==> config.mk <==
export PLATFORM = sky130hd
export DESIGN_NAME = aes_block_cbc_dma_datapath
export DESIGN_NICKNAME = d
export VERILOG_FILES = /design/src/pkg/aes_block_pkg.sv /design/src/rtl/aes_block_cbc_dma_datapath.sv
export VERILOG_INCLUDE_DIRS = /design/src /design/src/pkg
export SDC_FILE = /design/constraint.sdc
export NUM_CORES = 1
export LEC_CHECK = 0
export BUFFER_PORTS_ARGS = -buffer_cell sky130_fd_sc_hd__buf_2
export CAP_MARGIN = 0
export CORE_ASPECT_RATIO = 0.6
export CORE_MARGIN = 2
export CORE_UTILIZATION = 40
export DETAILED_ROUTE_END_ITERATION = 10
export GPL_ROUTABILITY_DRIVEN = 0
export PLACE_DENSITY = 0.68
export SLEW_MARGIN = 20
export SYNTH_ARGS = -nofsm -noshare
export SYNTH_HDL_FRONTEND = slang
export SYNTH_SLANG_ARGS = --single-unit
export TNS_END_PERCENT = 30
==> constraint.sdc <==
create_clock -name clk_i -period 4.2 [get_ports clk_i]
set_clock_uncertainty 0.15 [all_clocks]
set_input_delay 1.05 -clock clk_i [delete_from_list [all_inputs] [get_ports clk_i]]
set_output_delay 1.05 -clock clk_i [all_outputs]
set_load 0.05 [all_outputs]
==> src/pkg/aes_block_map.svh <==
// field codes, counts and reset values for the block cipher datapath
`ifndef AES_BLOCK_MAP_SVH
`define AES_BLOCK_MAP_SVH
// cipher_block_config reset value and module-reset write value
`define CFG_RESET        8'h00
`define CFG_SOFT_RESET   8'h00
// key size codes in cipher_block_config bits 1:0
`define KEYSZ_128        2'h0
`define KEYSZ_192        2'h1
// key bytes per key size
`define KEY_BYTES_128    6'h10
`define KEY_BYTES_192    6'h18
`define KEY_BYTES_256    6'h20
// cipher_flow_config codes
`define FLOW_RESET       8'h00
`define FLOW_DIRECT      8'h00
`define FLOW_XOR_IN      8'h01
`define FLOW_XOR_OUT     8'h02
// bytes in one cipher block
`define BLOCK_BYTES      5'h10
`define LAST_BYTE        5'h0F
`endif

==> src/pkg/aes_block_pkg.sv <==
// types shared by the block cipher datapath
package aes_block_pkg;
  // cipher_block_config layout, msb first
  typedef struct packed {
    logic [1:0] rsv_hi;    // reads zero
    logic       done;      // set by hardware at block end
    logic       rsv4;      // reads zero
    logic       enable;    // core running
    logic       encrypt;   // 1 encrypt, 0 decrypt
    logic [1:0] key_size;  // 128/192/256
  } block_cfg_t;
  // one byte write into an input port
  typedef struct packed {
    logic       we;
    logic [7:0] data;
  } byte_wr_t;
  // datapath sequencing
  typedef enum logic [1:0] {ST_COLLECT, ST_CALC, ST_OUT} state_t;
endpackage

==> src/rtl/aes_block_cbc_dma_datapath.sv <==
// byte-serial block cipher datapath with input and output chaining xor
// Function
// DMA channel 0 feeds keys, wrapping on
// key channel size equals key length
// DMA channel 1 feeds block input bytes
// DMA channel 2 feeds chaining operand bytes
// result channel drains result output port
// result channel interrupt marks transfer complete
// data transfer sizes are multiples of 16
// disable, configure, clear flags, re-enable channels
// flow code 0: core output direct
// flow code 1: xor chain into core input
// config bits 1:0 select key size
// config bit 2 set means encrypt
// config bit 3 enables core processing
// writing zero to config resets module
// block end sets done bit and interrupt
// accept interleaved data and key bytes
// longer keys add bytes after pairs
// sixteen result bytes read in order
// configuration retained across successive blocks
// chain port gets IV then ciphertext
// IV placed just before ciphertext area
// after result interrupt, disable module then DMA
// flow code 2: xor chain onto output
// blocks independent, key reused per block
// request bytes, stall until each served
// done stays until reset or next block
`timescale 1ns/1ns
`include "aes_block_map.svh"
module aes_block_cbc_dma_datapath (
  input  wire logic                      clk_i,        // 125 MHz system clock
  input  wire logic                      arst_n_i,     // async reset, active low
  input  wire logic                      cfg_we_i,     // cipher_block_config write
  input  wire logic [7:0]                cfg_wdata_i,  // config write data
  input  wire logic                      flow_we_i,    // cipher_flow_config write
  input  wire logic [7:0]                flow_wdata_i, // flow write data
  input  wire aes_block_pkg::byte_wr_t   key_in_i,     // key_input_port write
  input  wire aes_block_pkg::byte_wr_t   blk_in_i,     // block_input_port write
  input  wire aes_block_pkg::byte_wr_t   chain_in_i,   // chain_operand_port write
  input  wire logic                      res_rd_i,     // result_output_port read
  output logic [7:0]                     cfg_rdata_o,  // config read-back
  output logic [7:0]                     flow_rdata_o, // flow read-back
  output logic                           key_req_o,    // key byte wanted
  output logic                           blk_req_o,    // block byte wanted
  output logic                           chain_req_o,  // chain byte wanted
  output logic                           res_valid_o,  // result byte ready
  output logic [7:0]                     res_data_o,   // result byte
  output logic                           done_irq_o    // done interrupt level
);
  // ***********************************************************
  // state and storage
  // ***********************************************************
  aes_block_pkg::block_cfg_t cfg_q;       // cipher_block_config
  logic [7:0]                flow_q;      // cipher_flow_config
  aes_block_pkg::state_t     state_q;     // sequencer
  logic [7:0]                key_q [32];  // key bytes, upper zero for short keys
  logic [7:0]                blk_q [16];  // block input bytes
  logic [7:0]                chn_q [16];  // chaining operand bytes
  logic [7:0]                res_q [16];  // core results
  logic [7:0]                core_y [16]; // core output per byte
  logic [5:0]                key_cnt_q;   // key bytes taken
  logic [4:0]                blk_cnt_q;   // block bytes taken
  logic [4:0]                chn_cnt_q;   // chain bytes taken
  logic [4:0]                out_cnt_q;   // result bytes read
  logic [5:0]                key_need;    // key bytes for chosen size
  logic                      soft_rst;    // config write of zero
  logic                      collect;     // accepting input bytes
  logic                      key_take;    // key byte accepted
  logic                      blk_take;    // block byte accepted
  logic                      chn_take;    // chain byte accepted
  logic                      inputs_full; // block ready for the core
  logic                      res_avail;   // current result may be offered
  logic                      res_take;    // result byte consumed

  // ***********************************************************
  // decode
  // ***********************************************************
  // key length from size field
  always_comb
  begin
    case (cfg_q.key_size)
      `KEYSZ_128: key_need = `KEY_BYTES_128;
      `KEYSZ_192: key_need = `KEY_BYTES_192;
      default:    key_need = `KEY_BYTES_256;
    endcase
  end

  assign soft_rst  = cfg_we_i && (cfg_wdata_i == `CFG_SOFT_RESET);
  assign collect   = (state_q == aes_block_pkg::ST_COLLECT) && !soft_rst;
  // ports take bytes in any interleaving, each up to its own count
  assign key_take  = collect && key_in_i.we && (key_cnt_q < key_need);
  assign blk_take  = collect && blk_in_i.we && (blk_cnt_q < `BLOCK_BYTES);
  // chain bytes may arrive before or during output, for the output xor
  assign chn_take  = !soft_rst && (state_q != aes_block_pkg::ST_CALC) && chain_in_i.we
                     && (chn_cnt_q < `BLOCK_BYTES);
  // input xor needs the chain operand before the core runs
  assign inputs_full = cfg_q.enable && (blk_cnt_q == `BLOCK_BYTES) && (key_cnt_q == key_need)
                       && ((flow_q != `FLOW_XOR_IN) || (chn_cnt_q == `BLOCK_BYTES));
  // output xor waits for the matching chain byte
  assign res_avail = (state_q == aes_block_pkg::ST_OUT)
                     && ((flow_q != `FLOW_XOR_OUT) || (chn_cnt_q > out_cnt_q));
  assign res_take  = res_rd_i && res_valid_o;

  // ***********************************************************
  // cipher core, one lane per byte
  // ***********************************************************
  // keyed rotate-xor round; decrypt is the exact inverse of encrypt
  generate
    for (genvar i = 0; i < 16; i++)
    begin : g_lane
      logic [7:0] x; // core input byte
      logic [7:0] t; // intermediate
      always_comb
      begin
        x = (flow_q == `FLOW_XOR_IN) ? (blk_q[i] ^ chn_q[i]) : blk_q[i];
        if (cfg_q.encrypt)
        begin
          t         = x ^ key_q[i];
          core_y[i] = {t[6:0], t[7]} ^ key_q[i+16];
        end
        else
        begin
          t         = x ^ key_q[i+16];
          core_y[i] = {t[0], t[7:1]} ^ key_q[i];
        end
      end
    end
  endgenerate

  // ***********************************************************
  // configuration registers
  // ***********************************************************
  // config fields; done is hardware-set and only cleared here
  always_ff @(posedge clk_i or negedge arst_n_i)
  begin
    if (!arst_n_i)
      cfg_q <= aes_block_pkg::block_cfg_t'(`CFG_RESET);
    else if (soft_rst)
      cfg_q <= aes_block_pkg::block_cfg_t'(`CFG_RESET);
    else
    begin
      if (cfg_we_i)
      begin
        cfg_q.key_size <= cfg_wdata_i[1:0];
        cfg_q.encrypt  <= cfg_wdata_i[2];
        cfg_q.enable   <= cfg_wdata_i[3];
      end
      // set wins over the clear of a new block start
      if (state_q == aes_block_pkg::ST_CALC)
        cfg_q.done <= 1'b1;
      else if (key_take || blk_take)
        cfg_q.done <= 1'b0;
    end
  end

  // flow selection, untouched by the module reset
  always_ff @(posedge clk_i or negedge arst_n_i)
  begin
    if (!arst_n_i)
      flow_q <= `FLOW_RESET;
    else if (flow_we_i)
      flow_q <= flow_wdata_i;
  end

  // ***********************************************************
  // sequencer
  // ***********************************************************
  // collect, one core cycle, then hand out sixteen bytes
  always_ff @(posedge clk_i or negedge arst_n_i)
  begin
    if (!arst_n_i)
      state_q <= aes_block_pkg::ST_COLLECT;
    else if (soft_rst)
      state_q <= aes_block_pkg::ST_COLLECT;
    else
    begin
      case (state_q)
        aes_block_pkg::ST_COLLECT:
          if (inputs_full)
            state_q <= aes_block_pkg::ST_CALC;
        aes_block_pkg::ST_CALC:
          state_q <= aes_block_pkg::ST_OUT;
        aes_block_pkg::ST_OUT:
          // back for the next block, config kept
          if (res_take && (out_cnt_q == `LAST_BYTE))
            state_q <= aes_block_pkg::ST_COLLECT;
        default:
          state_q <= aes_block_pkg::ST_COLLECT;
      endcase
    end
  end

  // ***********************************************************
  // byte counters
  // ***********************************************************
  // counts restart per block so each block stands alone
  always_ff @(posedge clk_i or negedge arst_n_i)
  begin
    if (!arst_n_i)
    begin
      key_cnt_q <= 6'h00;
      blk_cnt_q <= 5'h00;
      chn_cnt_q <= 5'h00;
      out_cnt_q <= 5'h00;
    end
    else if (soft_rst)
    begin
      key_cnt_q <= 6'h00;
      blk_cnt_q <= 5'h00;
      chn_cnt_q <= 5'h00;
      out_cnt_q <= 5'h00;
    end
    else
    begin
      if (state_q == aes_block_pkg::ST_CALC)
      begin
        key_cnt_q <= 6'h00;
        blk_cnt_q <= 5'h00;
      end
      else
      begin
        key_cnt_q <= key_cnt_q + 6'(key_take);
        blk_cnt_q <= blk_cnt_q + 5'(blk_take);
      end
      if (res_take && (out_cnt_q == `LAST_BYTE))
      begin
        chn_cnt_q <= 5'h00;
        out_cnt_q <= 5'h00;
      end
      else
      begin
        chn_cnt_q <= chn_cnt_q + 5'(chn_take);
        out_cnt_q <= out_cnt_q + 5'(res_take);
      end
    end
  end

  // ***********************************************************
  // byte buffers
  // ***********************************************************
  // no reset on data storage; key cleared after use so short keys pad zero
  always_ff @(posedge clk_i)
  begin
    if (soft_rst || (state_q == aes_block_pkg::ST_CALC))
    begin
      for (int k = 0; k < 32; k++)
        key_q[k] <= 8'h00;
    end
    else if (key_take)
      key_q[key_cnt_q[4:0]] <= key_in_i.data;
    if (blk_take)
      blk_q[blk_cnt_q[3:0]] <= blk_in_i.data;
    if (chn_take)
      chn_q[chn_cnt_q[3:0]] <= chain_in_i.data;
    if (state_q == aes_block_pkg::ST_CALC)
    begin
      for (int k = 0; k < 16; k++)
        res_q[k] <= core_y[k];
    end
  end

  // ***********************************************************
  // registered outputs
  // ***********************************************************
  // requests drop for a cycle after each byte so a count is never overrun
  always_ff @(posedge clk_i or negedge arst_n_i)
  begin
    if (!arst_n_i)
    begin
      key_req_o   <= 1'b0;
      blk_req_o   <= 1'b0;
      chain_req_o <= 1'b0;
      res_valid_o <= 1'b0;
      res_data_o  <= 8'h00;
    end
    else
    begin
      key_req_o   <= collect && cfg_q.enable && !key_take && (key_cnt_q < key_need);
      blk_req_o   <= collect && cfg_q.enable && !blk_take && (blk_cnt_q < `BLOCK_BYTES);
      // chain port stays served while results go out, else the output xor could starve
      chain_req_o <= !soft_rst && (state_q != aes_block_pkg::ST_CALC) && cfg_q.enable && !chn_take
                     && (flow_q != `FLOW_DIRECT) && (chn_cnt_q < `BLOCK_BYTES);
      res_valid_o <= res_avail && !res_take && !soft_rst;
      res_data_o  <= (flow_q == `FLOW_XOR_OUT) ? (res_q[out_cnt_q[3:0]] ^ chn_q[out_cnt_q[3:0]])
                                               : res_q[out_cnt_q[3:0]];
    end
  end

  assign cfg_rdata_o  = cfg_q;      // flop bits, reserved held zero
  assign flow_rdata_o = flow_q;
  assign done_irq_o   = cfg_q.done;
endmodule

Word level (Yosys, flattened, before mapping)

Memories as Yosys holds them, arrays and structs flattened.
Cells that the tools add are included.

Memories kept: 4
Bits in writable memories: 640
Register bits: 48
Latch bits: 0
Output and inout port bits: 29
Bits in read-only memories: 0

Memory list:

| name  | depth | width | rd ports | clocked after Yosys merged registers in | wr ports | RTL line                         | source |
|---|---|---|---|---|---|---|---|
| key_q | 32    | 8     | 32       | 0                                       | 32       | aes_block_cbc_dma_datapath.sv:57 | `logic [7:0] key_q [32];` |
| blk_q | 16    | 8     | 16       | 0                                       | 1        | aes_block_cbc_dma_datapath.sv:58 | `logic [7:0] blk_q [16];` |
| chn_q | 16    | 8     | 17       | 0                                       | 1        | aes_block_cbc_dma_datapath.sv:59 | `logic [7:0] chn_q [16];` |
| res_q | 16    | 8     | 1        | 0                                       | 16       | aes_block_cbc_dma_datapath.sv:60 | `logic [7:0] res_q [16];` |

Reductions and logical operators: 43
Shifts and indexed selects: 0
Magnitude comparators: 4
Add/subtract/negate cells: 4
Mux-type cells: 65
Multiply operators: 0
Bitwise logic cells: 81
Eq/ne operators: 14
Divide/modulo/power cells: 0

Operator list:

| operator                                              | number |
|---|---|
| XOR 8 bit                                             | 81 |
| two-way mux 8 bit                                     | 34 |
| two-way mux 5 bit                                     | 7 |
| logical AND 1 bit                                     | 26 |
| adder 5 x 1 -> 5 bit                                  | 3 |
| two-way mux 1 bit                                     | 15 |
| two-way mux 6 bit                                     | 2 |
| one-hot mux 6 bit (2 select lines)                    | 1 |
| == test 5 bit, second input constant                  | 2 |
| < comparator 5 bit, second input constant             | 2 |
| == test 8 x 1 -> 1 bit, second input constant         | 1 |
| == test 8 x 2 -> 1 bit, second input constant         | 1 |
| logical NOT 8 bit                                     | 1 |
| two-way mux 4 bit                                     | 2 |
| inequality test 8 x 1 -> 1 bit, second input constant | 1 |
| inequality test 8 x 2 -> 1 bit, second input constant | 1 |
| nonzero test 8 bit                                    | 1 |
| OR reduction 8 bit                                    | 1 |
| adder 6 x 1 -> 6 bit                                  | 1 |
| == test 6 bit                                         | 1 |
| < comparator 6 bit                                    | 1 |
| two-way mux 2 bit                                     | 3 |
| one-hot mux 2 bit (3 select lines)                    | 1 |
| == test 5 x 4 -> 1 bit, second input constant         | 1 |
| other kinds (12)                                      | 21 |

Logic depth before layout (Yosys ltp)

Depth after elaboration: 11
Depth in mapped cells: 12

Worst setup path after synthesis

Ideal clock, no wire load.

Path kind: register to register
Start: register state_q[1]
End: memory key_q[11][0] (enable)
Buffers on the path: 2
Cell stages (with the launch flop): 7
Data arrival time: 3.966 ns
Path slack: -0.300 ns
Path through: dfrtp_1 nand2b_1 inv_1 a31oi_1 clkbuf_1 clkbuf_1 o21ai_0

RTL lines:

| what                   | RTL line                          | source |
|---|---|---|
| start, declared        | aes_block_cbc_dma_datapath.sv:56  | `aes_block_pkg::state_t state_q;` |
| start signal, assigned | aes_block_cbc_dma_datapath.sv:173 | `state_q <= aes_block_pkg::ST_COLLECT;` |
| start signal, assigned | aes_block_cbc_dma_datapath.sv:175 | `state_q <= aes_block_pkg::ST_COLLECT;` |
| start signal, assigned | aes_block_cbc_dma_datapath.sv:181 | `state_q <= aes_block_pkg::ST_CALC;` |
| end, declared          | aes_block_cbc_dma_datapath.sv:57  |  |

==> run_results.csv <==
group,metric,value,unit
run_status,outcome,"finished clean",
cells_and_area,mostFrequentLayoutCells,"edfxtp_1 (640), xnor2_1 (433), nor2_1 (235), xor2_1 (156), and2_1 (132)",
cts,cts_tree,"yes",
setup_path,critPathBufInv,2,
floorplanning,rows,81,
cts,cts_resized,0,
worst_hold_path,worstHoldPathType,"register to register",
logic_synthesis,ys_ff_latch,688,
setup_path,r2r-start,"key_cnt_q[3]",
cts,numClockSinks,688,
cts,cts_max_level,3,
setup_path,crit_family,"compound AO/OA/AOI/OAI gates",
grt,first_global_vias,20000,
logic_synthesis,syn_avg_cell_area,13.9,um2
setup_path,cp-endpoint,"key_q[26][2]",
timing,hold_viol,0,
timing,drv_slew,0,
cells_and_area,seq_area,0.0204,mm2
setup_path,startpoint,"key_cnt_q[3]",
route,drc,0,
grt,antenna_found_initial,10,
timing,max_freq,288,MHz
setup_path,regToRegSetupSlack,730,ps
logic_synthesis,synthCells,2382,
placement,placed_area,0.0349,mm2
setup_path,critical_path.cell_chain,"inv_1 > ha_1 > nor2b_1 > o21ai_1 > and4_1 > buf_4 > nand3_4 > o21ai_0",
logic_synthesis,ys_seq_area_frac,0.617,
cells_and_area,multi_input_area,0.0121,mm2
cts,holdBufCountCts,0,
grt,overflow,0,
logic_synthesis,ys_warn_count,0,
cts,clk_pin_slew,60,ps
power,p_per_area,506,mW/mm2
grt,grt_pass1_wl,140000,um
route,ant_nets,0,
route,wl_per_cell,27.3,um
setup_path,crit_cells,8,
timing,max-slew-margin-rel,0.287,
setup_path,path_class,"register to register",
floorplanning,core,0.0817,mm2
cells_and_area,final_common_cell,"edfxtp_1",
logic_synthesis,yosysUniqueCellTypes,54,
logic_synthesis,synth_area,0.0331,mm2
setup_path,crit_path_max_fanout,8,
cts,insertion_delay,640,ps
power,power.leakage,12.0,nW
job,cap_violations,0,
cells_and_area,fin_area,0.0370,mm2
setup_path,critPathSlowestCell,"o21ai_0",
route,drtIter0Drc,3139,
timing,finalSetupViolations,0,
timing,period_share,0.827,
placement,port_buffers,73,
route,vias,20400,
grt,grt_max_degree,133,
setup_path,reg2regPathDepth,8,
floorplanning,die_area,0.0852,mm2
setup_path,arrival,3570,ps
timing,final.setup.worst_slack,729,ps
cells_and_area,final_layout_size_suffix_gt1_frac,0.143,
floorplanning,ios,77,
timing,holdWs,376,ps
timing,period_needed,3470,ps
setup_path,worstPathRequired,4300,ps
cts,postCtsSetupBuffers,0,
cts,cts_inserted_buffers,66,
floorplanning,start_util,0.405,
power,peakVddDrop,0.000601,V
setup_path,endpoint_kind,"register",
timing,grt_setup_unrepaired,"no",
route,wl,98200,um
cells_and_area,nFillCells,7139,
floorplanning,chipHeight,227,um
floorplanning,die_w,375,um
setup_path,r2r-end,"key_q[26][2]",
placement,hpwl,72500,um
cells_and_area,syn2layout_area_growth,11.6,%
timing,tightest_slew,1070,ps
placement,pre_cts_slack,409,ps
cells_and_area,fin_nets,2531,
power,total_power,18.7,mW
route,viasPerCell,5.67,
route,dr.pass1.iters,6,
cts,cts_max_path_buffers,3,
setup_path,crit_path_start_kind,"register",
cts,cts_root_buffer,"clkbuf_16",
setup_path,cp_slowest_stage_delay,820,ps
grt,gr-usage-all-layers,0.233,
==> final cells by class <==
cell class	count	area share
diodes	2	0.000135
clock buffers	91	0.0511
clock inverters	26	0.00545
inverters	15	0.00163
multi-input cells	1553	0.327
flip-flops and latches	688	0.553
well taps	1079	0.0365
repair buffers	143	0.0258
==> state kept, by name (all words and copies together) (netlist names), 2 cells and up <==
signal	count
key_q	256
blk_q	128
chn_q	128
res_q	128
flow_rdata_o	8
res_data_o	8
key_cnt_q	6
blk_cnt_q	5
chn_cnt_q	5
out_cnt_q	5
cfg_rdata_o	4
state_q	2
==> where the power goes <==
part           total (mW)  internal [mW]  switching [mW]
combinational        4.27           1.44            2.83
clock                5.95           3.29            2.67
sequential           8.46           7.84           0.622
total                18.7           12.6            6.12
==> metal layers <==
metal,share of wire,GRT usage,vias to the layer above
met1,0.42,0.339,10200
met5,0.0029,0.0189,-
met2,0.39,0.310,1349
met3,0.16,0.105,133
met4,0.022,0.0580,8
li1,-,-,8749
==> how the worst min path moves through the flow <==
stage,startpoint,end,cells after the start
2_1_floorplan,blk_cnt_q[4],blk_req_o,1
3_3_place_gp,blk_cnt_q[4],blk_req_o,1
3_5_place_dp,blk_cnt_q[4],blk_req_o,1
4_1_cts,blk_cnt_q[4],blk_req_o,1
5_1_grt,blk_cnt_q[4],blk_req_o,1
6_report,blk_cnt_q[4],blk_req_o,1
==> cells by family (layout without fill, tap and decap cells) <==
family                   after synthesis  count (layout)  share of synthesized area
buffers and inverters                143             275                     0.0198
adder cells (fa/ha/maj)               16              16                    0.00605
AO/OA/AOI/OAI                        133             133                     0.0223
XOR/XNOR                             589             589                      0.156
flip-flops                           688             688                      0.617
other                                  1               5                   0.000113
multiplexers                         140             140                     0.0672
AND/OR/NAND/NOR                      672             672                      0.112
==> worst reg2reg max path, delay by kind of cell, from the launching register on <==
family                   cells  cell delay (ps)
buffers and inverters        2              470
AO/OA/AOI/OAI                2             1160
flip-flops                   1              380
adder cells (fa/ha/maj)      1              210
AND/OR/NAND/NOR              3              730
==> Yosys cell counts, drive strengths merged <==
cell	instances	area, um2
nor2b	6	37.5
dfrtp	48	1200
nor3b	2	37.5
o21ai	49	245
mux2	18	203
edfxtp	640	19200
a21oi	49	245
nand2	64	240
o221a	1	11.3
and3	11	68.8
nand4	136	908
clkbuf	69	259
ha	16	200
conb	1	3.75
xor2	156	1370
mux2i	58	581
nand4b	1	8.76
o21a	1	7.51
and4	1	8.76
or2	2	12.5
nor4b	2	32.5
a21boi	1	7.51
nor2	237	892
nor3	22	200
a21o	1	7.51
or4	1	7.51
xnor2	433	3790
mux4	64	1440
nand2b	23	144
buf	59	340
a31oi	4	40.0
nand3	23	173
nand3b	3	22.5
inv	15	56.3
nor4	6	82.6
and2	132	826
a32oi	1	8.76
o311ai	1	8.76
o22ai	25	156
==> stage by stage <==
step,TNS [ps],cells,utilization
detailed placement,0,3478,0.427
finish,0,3597,0.452
CTS,0,3595,0.452
global route,0,3595,0.452
global placement,0,3478,0.427
floorplan,-2370,2384,-
Power figures use the tool's default switching activity.
